--- src/verilog/adwc_pkg.sv ---
// adwc_pkg: device register map, field positions, reset values, host register offsets.
// assumes a 20-bit device address space with byte-wide converter registers.
package adwc_pkg;
  // device register addresses
  localparam logic [19:0] MODE2_ADDR = 20'hf0010;
  localparam logic [19:0] UPPER_ADDR = 20'hf0011;
  localparam logic [19:0] LOWER_ADDR = 20'hf0012;
  localparam logic [19:0] RES_ADDR = 20'hfff1e;
  localparam logic [19:0] RESH_ADDR = 20'hfff1f;
  localparam logic [19:0] CHAN_ADDR = 20'hfff31;
  localparam logic [19:0] TRIGM_ADDR = 20'hfff32;
  // device reset values, mirrored in the host shadows
  localparam logic [7:0] MODE2_RST = 8'h00;
  localparam logic [7:0] UPPER_RST = 8'hff;
  localparam logic [7:0] LOWER_RST = 8'h00;
  localparam logic [7:0] CHAN_RST = 8'h00;
  localparam logic [7:0] TRIGM_RST = 8'h00;
  // mode2 fields
  localparam int M2_REFP1 = 7;
  localparam int M2_REFP0 = 6;
  localparam int M2_RCK = 3;
  localparam int M2_WAKE = 2;
  localparam int M2_RES8 = 0;
  // channel select fields
  localparam int CH_ISS = 7;
  localparam int CH_RSV_HI = 6;
  localparam int CH_RSV_LO = 5;
  // trigger mode register fields
  localparam int TM_MODE_HI = 7;
  localparam int TM_MODE_LO = 6;
  localparam int TM_ONESHOT = 5;
  localparam logic [1:0] TM_HW_WAIT = 2'h3;
  localparam logic [1:0] REFP_INTERNAL = 2'h2;
  // result layout: 10 result bits left-justified above 6 zero bits
  localparam int RES_LSB = 6;
  // host register offsets
  localparam logic [7:0] CMD_OFS = 8'h00;
  localparam logic [7:0] STAT_OFS = 8'h04;
  localparam logic [7:0] RESULT_OFS = 8'h08;
  localparam logic [7:0] CFG_OFS = 8'h0c;
  // command targets
  localparam logic [3:0] T_MODE2 = 4'h0;
  localparam logic [3:0] T_UPPER = 4'h1;
  localparam logic [3:0] T_LOWER = 4'h2;
  localparam logic [3:0] T_CHAN = 4'h3;
  localparam logic [3:0] T_MODE1 = 4'h4;
  localparam logic [3:0] T_TRIGM = 4'h5;
  localparam logic [3:0] T_PORT = 4'h6;
  localparam logic [3:0] T_STOP = 4'h7;
  localparam logic [3:0] T_TRIG = 4'h8;
  // timing counts in clk_sys cycles
  localparam int ACC_HOLD_CYC = 6;
  localparam logic [15:0] TRIG_BASE_CYC = 16'h0064;
  localparam logic [15:0] TRIG_EXTRA_CYC = 16'h0002;
  localparam logic [15:0] TRIG_GAP_DEF = TRIG_BASE_CYC + TRIG_EXTRA_CYC;
endpackage : adwc_pkg

--- src/verilog/adwc_sync.sv ---
// adwc_sync: three-stage synchroniser for pin inputs, change taken when stages 2 and 3 agree.
// assumes inputs are quasi-static compared with clk_sys.
`timescale 1ns/10ps
module adwc_sync #(
  parameter int WIDTH = 3
) (
  input wire logic clk_sys, // system clock
  input wire logic srst, // sync reset
  input wire logic [WIDTH-1:0] din, // asynchronous pin level
  output logic [WIDTH-1:0] dout // filtered level
);
  logic [WIDTH-1:0] s1_q;
  logic [WIDTH-1:0] s2_q;
  logic [WIDTH-1:0] s3_q;
  logic [WIDTH-1:0] out_q;

  always_ff @(posedge clk_sys) begin
    if (srst) begin
      s1_q <= '0;
      s2_q <= '0;
      s3_q <= '0;
      out_q <= '0;
    end else begin
      s1_q <= din;
      s2_q <= s1_q;
      s3_q <= s2_q;
      for (int i = 0; i < WIDTH; i++) begin
        if (s2_q[i] == s3_q[i]) begin
          out_q[i] <= s3_q[i];
        end
      end
    end
  end

  assign dout = out_q;
endmodule : adwc_sync

--- src/verilog/adwc_dev_port.sv ---
// adwc_dev_port: drives one device register access on the pins and holds it for a fixed time.
// assumes the device answers a read within the hold time; read data are resynchronised.
`timescale 1ns/10ps
module adwc_dev_port #(
  parameter int HOLD = adwc_pkg::ACC_HOLD_CYC
) (
  input wire logic clk_sys, // system clock
  input wire logic srst, // sync reset
  input wire logic start, // one-cycle access request
  input wire logic is_rd, // request is a read
  input wire logic [19:0] addr, // device address
  input wire logic [15:0] wdata, // device write data
  output logic busy, // access in progress
  output logic done, // one-cycle end of access
  output logic [15:0] rdata, // captured read data
  output logic [19:0] dev_addr, // address pins
  output logic [15:0] dev_wdata, // write data pins
  output logic dev_wr, // write enable pin
  output logic dev_rd, // read enable pin
  input wire logic [15:0] dev_rdata // read data pins
);
  logic [7:0] cnt_q;
  logic [19:0] addr_q;
  logic [15:0] wdata_q;
  logic wr_q;
  logic rd_q;
  logic done_q;
  logic [15:0] rdata_q;
  logic [15:0] rd_sync;
  logic last;

  // read data cross through the three-stage filter; hold covers its delay
  adwc_sync #(.WIDTH(16)) u_rsync (
    .clk_sys(clk_sys),
    .srst(srst),
    .din(dev_rdata),
    .dout(rd_sync)
  );

  assign last = (cnt_q == 8'h01);

  always_ff @(posedge clk_sys) begin
    if (srst) begin
      cnt_q <= 8'h00;
      addr_q <= 20'h00000;
      wdata_q <= 16'h0000;
      wr_q <= 1'b0;
      rd_q <= 1'b0;
      done_q <= 1'b0;
      rdata_q <= 16'h0000;
    end else begin
      done_q <= 1'b0;
      if (start && cnt_q == 8'h00) begin
        cnt_q <= 8'(HOLD);
        addr_q <= addr;
        wdata_q <= wdata;
        wr_q <= !is_rd;
        rd_q <= is_rd;
      end else if (cnt_q != 8'h00) begin
        cnt_q <= cnt_q - 8'h01;
        if (last) begin
          wr_q <= 1'b0;
          rd_q <= 1'b0;
          done_q <= 1'b1;
          if (rd_q) begin
            rdata_q <= rd_sync;
          end
        end
      end
    end
  end

  assign busy = (cnt_q != 8'h00);
  assign done = done_q;
  assign rdata = rdata_q;
  assign dev_addr = addr_q;
  assign dev_wdata = wdata_q;
  assign dev_wr = wr_q;
  assign dev_rd = rd_q;
endmodule : adwc_dev_port

--- src/verilog/adwc_ctrl.sv ---
// adwc_ctrl: host controller that programs the converter and collects checked results.
// assumes device status pins run, power and done-irq, and a register access port.
//
// Contract
// - second mode register written only while run and power are both off.
// - wake enable only with hardware trigger wait mode, never sequential mode.
// - wake enable only when clock comes from the high-speed on-chip oscillator.
// - trigger interval in wake mode at least the summed wake and conversion times.
// - wake enable zero in normal operation, set before stop, cleared after resume.
// - read the finished result before writing mode, channel or port registers.
// - sensor or internal reference only in high-speed main mode.
// - channel select bits 5 and 6 always written zero.
// - after internal source set, drop first result; change only when stopped.
// - limits written only when stopped, upper greater than lower.
//
// Strobed register access was chosen for this implementation.
`timescale 1ns/10ps
module adwc_ctrl #(
  parameter logic [19:0] MODE1_ADDR = 20'h00000,
  parameter logic [19:0] PORT_ADDR = 20'h00000,
  parameter logic [15:0] TRIG_GAP_CYC = adwc_pkg::TRIG_GAP_DEF
) (
  input wire logic clk_sys, // system clock, 100 MHz
  input wire logic srst, // sync reset, active high
  input wire logic [7:0] sw_addr, // host register offset
  input wire logic [31:0] sw_wdata, // host write data
  input wire logic sw_wr, // host write strobe
  input wire logic sw_rd, // host read strobe
  output logic [31:0] sw_rdata, // host read data, cycle after strobe
  output logic [19:0] dev_addr, // device address pins
  output logic [15:0] dev_wdata, // device write data pins
  output logic dev_wr, // device write enable
  output logic dev_rd, // device read enable
  input wire logic [15:0] dev_rdata, // device read data
  input wire logic dev_run, // conversion running pin
  input wire logic dev_power_on, // converter powered pin
  input wire logic dev_done_irq, // conversion done pin
  output logic dev_hw_trigger, // hardware trigger pulse
  output logic dev_stop_req // request for stop state
);
  typedef enum {ST_IDLE, ST_ACC} adwc_state_e;
  typedef enum {K_WR, K_FETCH, K_STOP, K_RESUME} adwc_kind_e;

  adwc_state_e st_q;
  adwc_kind_e kind_q;
  logic [7:0] m2_q;
  logic [7:0] ul_q;
  logic [7:0] ll_q;
  logic [7:0] ch_q;
  logic [7:0] tm_q;
  logic cfg_hoco_q;
  logic cfg_high_speed_q;
  logic stop_q;
  logic discard_q;
  logic fetch_pend_q;
  logic irq_prev_q;
  logic reject_q;
  logic res_valid_q;
  logic [9:0] result_q;
  logic [15:0] gap_q;
  logic trig_q;
  logic [31:0] rdata_q;
  logic [2:0] pins_s;
  logic run_s;
  logic pwr_s;
  logic irq_s;
  logic stopped;
  logic done_rise;
  logic port_busy;
  logic port_done;
  logic [15:0] port_rdata;
  logic cmd_go;
  logic [3:0] tgt;
  logic [7:0] cd;
  logic can_take;
  logic tgt_ok;
  logic cmd_acc;
  logic fetch_go;
  logic cmd_dev;
  logic dev_start;
  logic start_rd;
  logic [19:0] start_addr;
  logic [7:0] start_data;
  logic [7:0] ch_wr;
  logic gap_ok;
  logic [9:0] res_dec;
  logic res_rd;
  logic stat_clr;

  adwc_sync #(.WIDTH(3)) u_psync (
    .clk_sys(clk_sys),
    .srst(srst),
    .din({dev_done_irq, dev_power_on, dev_run}),
    .dout(pins_s)
  );

  adwc_dev_port #(.HOLD(adwc_pkg::ACC_HOLD_CYC)) u_port (
    .clk_sys(clk_sys),
    .srst(srst),
    .start(dev_start),
    .is_rd(start_rd),
    .addr(start_addr),
    .wdata({8'h00, start_data}),
    .busy(port_busy),
    .done(port_done),
    .rdata(port_rdata),
    .dev_addr(dev_addr),
    .dev_wdata(dev_wdata),
    .dev_wr(dev_wr),
    .dev_rd(dev_rd),
    .dev_rdata(dev_rdata)
  );

  assign run_s = pins_s[0];
  assign pwr_s = pins_s[1];
  assign irq_s = pins_s[2];
  assign stopped = !run_s && !pwr_s;
  assign done_rise = irq_s && !irq_prev_q;

  assign cmd_go = sw_wr && (sw_addr == adwc_pkg::CMD_OFS);
  assign tgt = sw_wdata[3:0];
  assign cd = sw_wdata[15:8];
  // pending result blocks every command, so no write can spoil an unread result
  assign can_take = (st_q == ST_IDLE) && !fetch_pend_q && !port_busy;
  assign fetch_go = (st_q == ST_IDLE) && fetch_pend_q && !port_busy;
  assign ch_wr = {cd[7], 2'h0, cd[4:0]};
  assign gap_ok = !stop_q || (gap_q >= TRIG_GAP_CYC);

  // legality of each command against the converter's own restrictions
  always_comb begin
    tgt_ok = 1'b0;
    case (tgt)
      adwc_pkg::T_MODE2: begin
        tgt_ok = stopped && !stop_q && !cd[adwc_pkg::M2_WAKE] &&
          !(cd[adwc_pkg::M2_REFP1:adwc_pkg::M2_REFP0] == adwc_pkg::REFP_INTERNAL &&
          (ch_q[adwc_pkg::CH_ISS] || !cfg_high_speed_q));
      end
      adwc_pkg::T_UPPER: tgt_ok = stopped && (cd > ll_q);
      adwc_pkg::T_LOWER: tgt_ok = stopped && (cd < ul_q);
      adwc_pkg::T_CHAN: begin
        tgt_ok = (stopped || (cd[adwc_pkg::CH_ISS] == ch_q[adwc_pkg::CH_ISS])) &&
          !(cd[adwc_pkg::CH_ISS] && (!cfg_high_speed_q ||
          m2_q[adwc_pkg::M2_REFP1:adwc_pkg::M2_REFP0] == adwc_pkg::REFP_INTERNAL));
      end
      adwc_pkg::T_MODE1: tgt_ok = !stop_q;
      adwc_pkg::T_TRIGM: tgt_ok = stopped && !stop_q;
      adwc_pkg::T_PORT: tgt_ok = !stop_q;
      adwc_pkg::T_STOP: begin
        if (cd[0]) begin
          tgt_ok = !stop_q && stopped && cfg_hoco_q &&
            (tm_q[adwc_pkg::TM_MODE_HI:adwc_pkg::TM_MODE_LO] == adwc_pkg::TM_HW_WAIT) &&
            tm_q[adwc_pkg::TM_ONESHOT];
        end else begin
          tgt_ok = stop_q && stopped;
        end
      end
      adwc_pkg::T_TRIG: tgt_ok = gap_ok;
      default: tgt_ok = 1'b0;
    endcase
  end

  assign cmd_acc = cmd_go && can_take && tgt_ok;
  assign cmd_dev = cmd_acc && (tgt != adwc_pkg::T_TRIG);
  assign dev_start = fetch_go || cmd_dev;
  assign start_rd = fetch_go;

  always_comb begin
    start_addr = adwc_pkg::RES_ADDR;
    start_data = cd;
    if (!fetch_go) begin
      case (tgt)
        adwc_pkg::T_MODE2: start_addr = adwc_pkg::MODE2_ADDR;
        adwc_pkg::T_UPPER: start_addr = adwc_pkg::UPPER_ADDR;
        adwc_pkg::T_LOWER: start_addr = adwc_pkg::LOWER_ADDR;
        adwc_pkg::T_CHAN: begin
          start_addr = adwc_pkg::CHAN_ADDR;
          start_data = ch_wr;
        end
        adwc_pkg::T_MODE1: start_addr = MODE1_ADDR;
        adwc_pkg::T_TRIGM: start_addr = adwc_pkg::TRIGM_ADDR;
        adwc_pkg::T_PORT: start_addr = PORT_ADDR;
        adwc_pkg::T_STOP: begin
          // wake enable is set only here, just before stop, and cleared on resume
          start_addr = adwc_pkg::MODE2_ADDR;
          start_data = cd[0] ? (m2_q | 8'h04) : (m2_q & 8'hfb);
        end
        default: start_addr = adwc_pkg::RES_ADDR;
      endcase
    end
  end

  // left-justified result; in 8-bit mode the two low result bits are zero
  assign res_dec = port_rdata[15:adwc_pkg::RES_LSB];
  assign res_rd = sw_rd && (sw_addr == adwc_pkg::RESULT_OFS);
  assign stat_clr = sw_wr && (sw_addr == adwc_pkg::STAT_OFS) && sw_wdata[1];

  always_ff @(posedge clk_sys) begin
    if (srst) begin
      st_q <= ST_IDLE;
      kind_q <= K_WR;
      m2_q <= adwc_pkg::MODE2_RST;
      ul_q <= adwc_pkg::UPPER_RST;
      ll_q <= adwc_pkg::LOWER_RST;
      ch_q <= adwc_pkg::CHAN_RST;
      tm_q <= adwc_pkg::TRIGM_RST;
      stop_q <= 1'b0;
      discard_q <= 1'b0;
    end else if (dev_start) begin
      st_q <= ST_ACC;
      kind_q <= fetch_go ? K_FETCH : (tgt == adwc_pkg::T_STOP) ?
        (cd[0] ? K_STOP : K_RESUME) : K_WR;
      if (!fetch_go) begin
        case (tgt)
          adwc_pkg::T_MODE2: m2_q <= cd;
          adwc_pkg::T_UPPER: ul_q <= cd;
          adwc_pkg::T_LOWER: ll_q <= cd;
          adwc_pkg::T_CHAN: begin
            ch_q <= ch_wr;
            if (ch_wr[adwc_pkg::CH_ISS] && !ch_q[adwc_pkg::CH_ISS]) begin
              discard_q <= 1'b1;
            end
          end
          adwc_pkg::T_TRIGM: tm_q <= cd;
          adwc_pkg::T_STOP: begin
            m2_q <= start_data;
            stop_q <= 1'b0;
          end
          default: m2_q <= m2_q;
        endcase
      end
    end else if (st_q == ST_ACC && port_done) begin
      st_q <= ST_IDLE;
      if (kind_q == K_STOP) begin
        stop_q <= 1'b1;
      end
      if (kind_q == K_FETCH) begin
        discard_q <= 1'b0;
      end
    end
  end

  always_ff @(posedge clk_sys) begin
    if (srst) begin
      fetch_pend_q <= 1'b0;
      irq_prev_q <= 1'b0;
      reject_q <= 1'b0;
      res_valid_q <= 1'b0;
      result_q <= 10'h000;
      cfg_hoco_q <= 1'b0;
      cfg_high_speed_q <= 1'b0;
    end else begin
      irq_prev_q <= irq_s;
      // a done edge in the launch cycle wins over the clear
      fetch_pend_q <= done_rise || (fetch_pend_q && !fetch_go);
      reject_q <= (cmd_go && !cmd_acc) || (reject_q && !stat_clr);
      if (st_q == ST_ACC && port_done && kind_q == K_FETCH && !discard_q) begin
        res_valid_q <= 1'b1;
        result_q <= res_dec;
      end else if (res_rd) begin
        res_valid_q <= 1'b0;
      end
      if (sw_wr && sw_addr == adwc_pkg::CFG_OFS) begin
        cfg_hoco_q <= sw_wdata[0];
        cfg_high_speed_q <= sw_wdata[1];
      end
    end
  end

  always_ff @(posedge clk_sys) begin
    if (srst) begin
      gap_q <= 16'h0000;
      trig_q <= 1'b0;
    end else begin
      trig_q <= cmd_acc && (tgt == adwc_pkg::T_TRIG);
      if (cmd_acc && tgt == adwc_pkg::T_TRIG) begin
        gap_q <= 16'h0000;
      end else if (gap_q != 16'hffff) begin
        gap_q <= gap_q + 16'h0001;
      end
    end
  end

  always_ff @(posedge clk_sys) begin
    if (srst) begin
      rdata_q <= 32'h00000000;
    end else if (sw_rd) begin
      case (sw_addr)
        adwc_pkg::STAT_OFS: rdata_q <= {26'h0, stop_q, discard_q, fetch_pend_q,
          res_valid_q, reject_q, (st_q != ST_IDLE)};
        adwc_pkg::RESULT_OFS: rdata_q <= {22'h0, result_q};
        adwc_pkg::CFG_OFS: rdata_q <= {30'h0, cfg_high_speed_q, cfg_hoco_q};
        default: rdata_q <= 32'h00000000;
      endcase
    end else begin
      rdata_q <= 32'h00000000;
    end
  end

  assign sw_rdata = rdata_q;
  assign dev_hw_trigger = trig_q;
  assign dev_stop_req = stop_q;
endmodule : adwc_ctrl

--- config.mk ---
export PLATFORM = sky130hd
export DESIGN_NAME = adwc_ctrl
export DESIGN_NICKNAME = d
export VERILOG_FILES = /design/src/verilog/adwc_pkg.sv /design/src/verilog/adwc_sync.sv /design/src/verilog/adwc_dev_port.sv /design/src/verilog/adwc_ctrl.sv
export SDC_FILE = /design/constraint.sdc
export NUM_CORES = 1
export LEC_CHECK = 0
export ABC_AREA = 1
export BUFFER_PORTS_ARGS = -buffer_cell sky130_fd_sc_hd__buf_2
export CORE_MARGIN = 3
export CORE_UTILIZATION = 35
export CTS_CLUSTER_SIZE = 20
export DETAILED_ROUTE_END_ITERATION = 16
export PLACE_DENSITY = 0.52
export RECOVER_POWER = 100
export SYNTH_ARGS = -nofsm -noshare
export SYNTH_HDL_FRONTEND = slang
export SYNTH_SLANG_ARGS = --single-unit
--- constraint.sdc ---
create_clock -name clk_sys -period 3.2 [get_ports clk_sys]
set_clock_uncertainty 0.05 [all_clocks]
set_input_delay 0 -clock clk_sys [delete_from_list [all_inputs] [get_ports clk_sys]]
set_output_delay 0 -clock clk_sys [all_outputs]
set_load 0.1 [all_outputs]
# [Word-level counts from Yosys, hierarchy flattened]
# Index checks and enable logic that the tools add are counted.
# Widths: inputs -> output; s select.
[classes] mux=34 reduce_logical=84 bitwise=4 magnitude_cmp=3 add_sub_neg=2 eq_ne=43
[op_table] operator="$pmux 20 s6" count=1
[op_table] operator="$logic_and 1x1->1" count=35
[op_table] operator="$eq 32x2->1 const B" count=1
[op_table] operator="$eq 32x3->1 const B" count=1
[op_table] operator="$logic_not 32->1" count=1
[op_table] operator="$pmux 8 s2" count=2
[op_table] operator="$pmux 10 s3" count=1
[op_table] operator="$mux 1" count=22
[op_table] operator="$eq 1x1->1" count=20
[op_table] operator="$mux 20" count=1
[op_table] operator="$add 16x1->16 const B" count=1
[op_table] operator="$eq 4x3->1 const B" count=4
[op_table] operator="$eq 8x4->1 const B" count=2
[op_table] operator="$ge 16x7->1 const B" count=1
[op_table] operator="$logic_not 8->1" count=2
[op_table] operator="$ne 16x16->1 const B" count=1
[op_table] operator="$logic_not 1->1" count=15
[op_table] operator="$reduce_and 3->1" count=5
[op_table] operator="$reduce_bool 2->1" count=7
[op_table] operator="$reduce_or 2->1" count=5
[op_table] operator="$mux 3" count=3
[op_table] operator="$eq 4x2->1 const B" count=2
[op_table] operator="$eq 8x1->1 const B" count=1
[op_table] operator="$eq 8x3->1 const B" count=1
[op_table] operator="19 further kinds" count=35
[totals] output_inout_bits=72 elab_cells=222 inputBits=63 reg_bits=269

# [Logic depth before layout (Yosys ltp)]
[logic_depth] depth_word=14 mapped_depth=20 depth_no_buf=20

# [Cells and area by module]
# A second synthesis with hierarchy kept.
[hier_totals] hier_cells=1207 hier_area_um2=9096.2
[by_module_without_submodules] mod="adwc_ctrl" n_inst=1 seq_area_each_um2=1501.4 cells_each=581 area_per_inst_um2=4087.7
[by_module_without_submodules] mod="adwc_dev_port" n_inst=1 seq_area_each_um2=1261.2 cells_each=370 area_per_inst_um2=2707.6
[by_module_without_submodules] mod="adwc_sync (u_port.u_rsync)" n_inst=1 seq_area_each_um2=1281.2 cells_each=215 area_per_inst_um2=1913.1
[by_module_without_submodules] mod="adwc_sync (u_psync)" n_inst=1 seq_area_each_um2=240.2 cells_each=41 area_per_inst_um2=387.9

# [Worst setup path before layout]
# No wires, ideal clock.
[synth_path] path_kind="reg-to-reg" start="register stop_q (netlist: dev_stop_req)" end="register u_port.addr_q[1] (netlist: u_port.dev_addr[1])" slack_ns=0.719 arrival_time_ns=2.314 path_stages_with_launch=15 path_cell_list="dfxtp_1 inv_1 nand2_1 inv_1 nand2_1 o21ai_1 nor2_1 nand2_1 nor2_2 nand2_4 nand3_4 nand2_2 buf_4 o21ai_0 nor2_1"
[synth_via] elab_chain_len=11 elab_cells_between_ends=15
[synth_rtl] element="start: declaration" line_no="adwc_ctrl.sv:53" text="logic stop_q;"
[synth_rtl] element="start signal: assignment" line_no="adwc_ctrl.sv:206" text="stop_q <= 1'b0;"
[synth_rtl] element="start signal: assignment" line_no="adwc_ctrl.sv:226" text="stop_q <= 1'b0;"
[synth_rtl] element="start signal: assignment" line_no="adwc_ctrl.sv:234" text="stop_q <= 1'b1;"
[synth_rtl] element="$logic_not 1->1"
[synth_rtl] element="$logic_and 1x1->1" line_no="adwc_ctrl.sv:134, adwc_ctrl.sv:146, adwc_ctrl.sv:150"
[synth_rtl] element="$logic_and 1x1->1 (2 in series)" line_no="adwc_ctrl.sv:150" text="tgt_ok = !stop_q && stopped && cfg_hoco_q &&"
[synth_rtl] element="$logic_and 1x1->1" line_no="adwc_ctrl.sv:151" text="(tm_q[adwc_pkg::TM_MODE_HI:adwc_pkg::TM_MODE_LO] == adwc_pkg::TM_HW_WAIT) &&"
[synth_rtl] element="$mux 1" line_no="adwc_ctrl.sv:149" text="if (cd[0]) begin"
[synth_rtl] element="$pmux 1 s8 *" line_no="adwc_ctrl.sv:132" text="case (tgt)"
[synth_rtl] element="$logic_and 1x1->1 *" line_no="adwc_ctrl.sv:162" text="assign cmd_acc = cmd_go && can_take && tgt_ok;"
[synth_rtl] element="$logic_and 1x1->1 *" line_no="adwc_ctrl.sv:163" text="assign cmd_dev = cmd_acc && (tgt != adwc_pkg::T_TRIG);"
[synth_rtl] element="$logic_or 1x1->1 *" line_no="adwc_ctrl.sv:164" text="assign dev_start = fetch_go || cmd_dev;"
[synth_rtl] element="$logic_and 1x1->1 *" line_no="adwc_dev_port.sv:53" text="if (start && cnt_q == 8'h00) begin"
[synth_rtl] element="end signal: assignment" line_no="adwc_dev_port.sv:55" text="addr_q <= addr;"
[synth_rtl] element="end: declaration" line_no="adwc_dev_port.sv:23" text="logic [19:0] addr_q;"
# Mark *: on every way between the ends. The rest lies on a longest branch, timed or not.
# A chain may end at the register's enable or synchronous reset.

# [Final worst setup path]
[layout_path] start="input port sw_addr[0]" end="register kind_q[1]"
[layout_via] elab_chain_len=6
[layout_rtl] element="start: declaration" line_no="adwc_ctrl.sv:25" text="input wire logic [7:0] sw_addr,"
[layout_rtl] element="$logic_not 8->1" line_no="adwc_ctrl.sv:120" text="assign cmd_go = sw_wr && (sw_addr == adwc_pkg::CMD_OFS);"
[layout_rtl] element="$logic_and 1x1->1" line_no="adwc_ctrl.sv:120"
[layout_rtl] element="$logic_and 1x1->1 (2 in series)" line_no="adwc_ctrl.sv:162"
[layout_rtl] element="$logic_and 1x1->1" line_no="adwc_ctrl.sv:163"
[layout_rtl] element="$logic_or 1x1->1" line_no="adwc_ctrl.sv:164"
[layout_rtl] element="end signal: assignment" line_no="adwc_ctrl.sv:210" text="kind_q <= fetch_go ? K_FETCH : (tgt == adwc_pkg::T_STOP) ?"
[layout_rtl] element="end: declaration" line_no="adwc_ctrl.sv:45" text="adwc_kind_e kind_q;"
# Every way passes these cells.

==> flow_summary.json <==
{
  "drcViolationCount": 0,
  "numCtsBuffers": 17,
  "drive_above_1_share": 0.0962,
  "die_y_um": 149,
  "synth_area_um2": 7140,
  "grt_max_degree": 58,
  "start_util": 0.361,
  "fp.dieW_um": 149,
  "cp.arrival_ps": 3020,
  "min_path_type": "in -> reg",
  "p_leak_nw": 3.75,
  "cts_root_buf": "clkbuf_16",
  "final_max_slew_viol_count": 58,
  "overflow": 0,
  "grt.total_usage": 0.153,
  "rows": 51,
  "synthCells": 945,
  "grt_pass1_vias": 5450,
  "wire_per_inst_um": 12.4,
  "ys.warnings.count": 0,
  "die_area_um2": 22200,
  "synthFlopType": "dfxtp_1",
  "drtIter0Drc": 292,
  "finalPower_mw": 4.89,
  "finalCriticalPeriod_ps": 2870,
  "crit_path_start_kind": "input pin",
  "vias": 5903,
  "dp_hpwl_um": 11500,
  "status": "finished with violations",
  "critPathKind": "in -> reg",
  "fin_crit_sh": 0.895,
  "synth_edf_count": 0,
  "fp.coreArea_um2": 19800,
  "worst_slew_pin_slew_ps": 2490,
  "viasPerCell": 4.46,
  "cts_max_level": 4,
  "drtAntennaViolNets": 0,
  "cts_tree": "built",
  "rsz0062_at_grt": "no",
  "required_ps": 3350,
  "diodes": 0,
  "synth_seq_area_share": 0.454,
  "final_nets": 1130,
  "grt_pass1_wl_um": 27200,
  "fin_tns_setup_ps": 0,
  "postSynthAreaPerCell_um2": 7.56,
  "synth_cell_type_count": 42,
  "synthToLayoutAreaGrowth_pct": 18.9,
  "clk_pin_slew_ps": 70,
  "clock-sinks": 162,
  "cts_resized": 0,
  "drv_cap": 1,
  "antenna_found_initial": 0,
  "async_flop_share": 0,
  "drtPass1Iterations": 5,
  "drt_wl_total_um": 16500,
  "hold_viol": 0,
  "cts_buffer_depth": 2,
  "slew_headroom": -0.660,
  "portBuffers": 76,
  "gp_congestion": 0.802,
  "post-cts-setup-buffers": 0,
  "whs_ps": 58.4,
  "ios": 135,
  "cp_max_fo": 22,
  "fmax_mhz": 349,
  "violations": "max-capacitance violations, max-slew violations",
  "powerDensity_nw_per_um2": 575,
  "max-vdd-ir-drop_mv": 0.348,
  "ys_seq_elements": 162,
  "clk_latency_ps": 430,
  "setup_viol": 0,
  "endpoint_kind": "flip-flop"
}
[stage by stage]
step,utilization,area [um2],setup slack [ps],cells
4_1_cts,0.434,8580,407,1325
3_3_place_gp,0.384,7590,801,1258
3_5_place_dp,0.384,7590,819,1258
5_1_grt,0.430,8500,76.1,1325
2_1_floorplan,-,7260,719,976
6_report,0.430,8500,334,1325
[worst paths after layout]
path / startpoint / end / slack [ps] / cells past startpoint
worst max register to register: u_port.cnt_q[0] / m2_q[0] / 460 / 12
worst min register to register: u_psync.s1_q[2] / u_psync.s2_q[2] / 350 / 2
worst max-delay path: sw_addr[0] / kind_q[1] / 330 / 13
worst min-delay path: sw_addr[4] / reject_q / 60 / 6
[layer usage]
| layer | vias up | share of wire | routed length [um] | GRT usage |
|---|---|---|---|---|
| met5 | - | 0 | 0 | 0 |
| met4 | 0 | 0.014 | 235 | 0.0494 |
| met3 | 21 | 0.037 | 616 | 0.0337 |
| met2 | 109 | 0.44 | 7220 | 0.233 |
| met1 | 2624 | 0.51 | 8400 | 0.216 |
| li1 | 3149 | - | - | - |
[cells in the final DEF (no fill, tap or decap), types with 3 or more instances in the layout]
cell type      instances
o21ai_0               73
o211ai_1              11
xnor2_1                5
inv_2                  4
nand4_1               14
ha_1                  20
conb_1                32
clkbuf_16             17
xor2_1                 6
clkinv_8               7
buf_2                 36
dlygate4sd3_1         35
clkbuf_1              43
nand2_1              127
o31ai_1                3
buf_4                  4
inv_12                 4
a21oi_1               72
nand2_2                4
a21oi_2                3
dfxtp_1              162
nor3_1                15
nand3_1               22
nor4_1                 3
nor2_1               156
inv_1                139
nor2_2                 9
inv_6                  3
a211oi_1               8
[worst max-delay path: stages]
cell	delay [ps]
dlygate4sd3_1	530
buf_2	120
nor2_2	200
dlygate4sd3_1	640
nand2_1	100
nor4_2	270
nand3_1	130
nor2_2	210
nand3_4	160
nand2_2	380
inv_1	140
nand2_1	80
a21oi_1	50
[what timing repair did]
action                                  in CTS  in global routing
endpoints found under the hold margin       48                  0
endpoints found under the setup margin       0                  0
hold buffers                                35                  0
[logic make-up (layout without fill, tap and decap cells)]
family | after synthesis | count (layout) | synth area share
AOI/OAI and AO/OA | 179 | 179 | 0.138
xor gates and xnor gates | 11 | 11 | 0.0135
adders and majority gates | 20 | 20 | 0.0350
buffers and inverters | 211 | 295 | 0.137
DFF | 162 | 162 | 0.454
other | 1 | 32 | 0.000525
and+or+nand+nor | 361 | 361 | 0.222
[power breakdown]
group / switching (mW) / internal [mW] / leakage, nW
clock: 1.04 / 1.09 / 0.307
sequential: 0.0442 / 2.07 / 1.31
combinational: 0.450 / 0.185 / 2.13
total: 1.54 / 3.35 / 3.75
[final cells by class]
type                            count  area (um2)
Clock buffer                       17         425
Clock inverter                     15         216
Fill cell                        2085       11300
Inverter                          145         544
Multi-Input combinational cell    603        3010
Sequential cell                   162        3240
Tap cell                          265         332
Timing Repair Buffer              118         722
[flip-flops by register name (all words and copies together) (netlist names), 7 cells and up]
signal               count
gap_q                   16
result_q                10
sw_rdata                10
u_port.rdata            10
u_port.u_rsync.dout     10
u_port.u_rsync.s1_q     10
u_port.u_rsync.s2_q     10
u_port.u_rsync.s3_q     10
ll_q                     8
u_port.cnt_q             8
u_port.dev_wdata         8
ul_q                     8
m2_q                     7
[synthesized netlist by cell type, types with 2 or more instances]
| cell | number | area (um2) |
|---|---|---|
| a211oi_1 | 8 | 60.1 |
| a21oi_1 | 72 | 360 |
| a21oi_2 | 3 | 26.3 |
| a22oi_1 | 2 | 15.0 |
| buf_1 | 3 | 11.3 |
| buf_2 | 2 | 10.0 |
| buf_4 | 45 | 338 |
| buf_6 | 2 | 22.5 |
| clkbuf_1 | 14 | 52.6 |
| clkinv_1 | 2 | 7.51 |
| dfxtp_1 | 162 | 3240 |
| ha_1 | 20 | 250 |
| inv_1 | 137 | 514 |
| inv_2 | 6 | 22.5 |
| nand2_1 | 125 | 469 |
| nand2_2 | 5 | 31.3 |
| nand2_4 | 2 | 22.5 |
| nand3_1 | 22 | 110 |
| nand3_4 | 2 | 35.0 |
| nand3b_1 | 2 | 15.0 |
| nand4_1 | 14 | 87.6 |
| nand4_2 | 2 | 25.0 |
| nor2_1 | 155 | 582 |
| nor2_2 | 9 | 56.3 |
| nor2_4 | 2 | 22.5 |
| nor3_1 | 15 | 75.1 |
| nor4_1 | 3 | 18.8 |
| o211ai_1 | 11 | 82.6 |
| o21ai_0 | 63 | 315 |
| o21ai_1 | 10 | 50.1 |
| o21ai_2 | 3 | 26.3 |
| o31ai_1 | 3 | 22.5 |
| xnor2_1 | 5 | 43.8 |
| xor2_1 | 6 | 52.6 |
(Power assumes the default switching activity.)
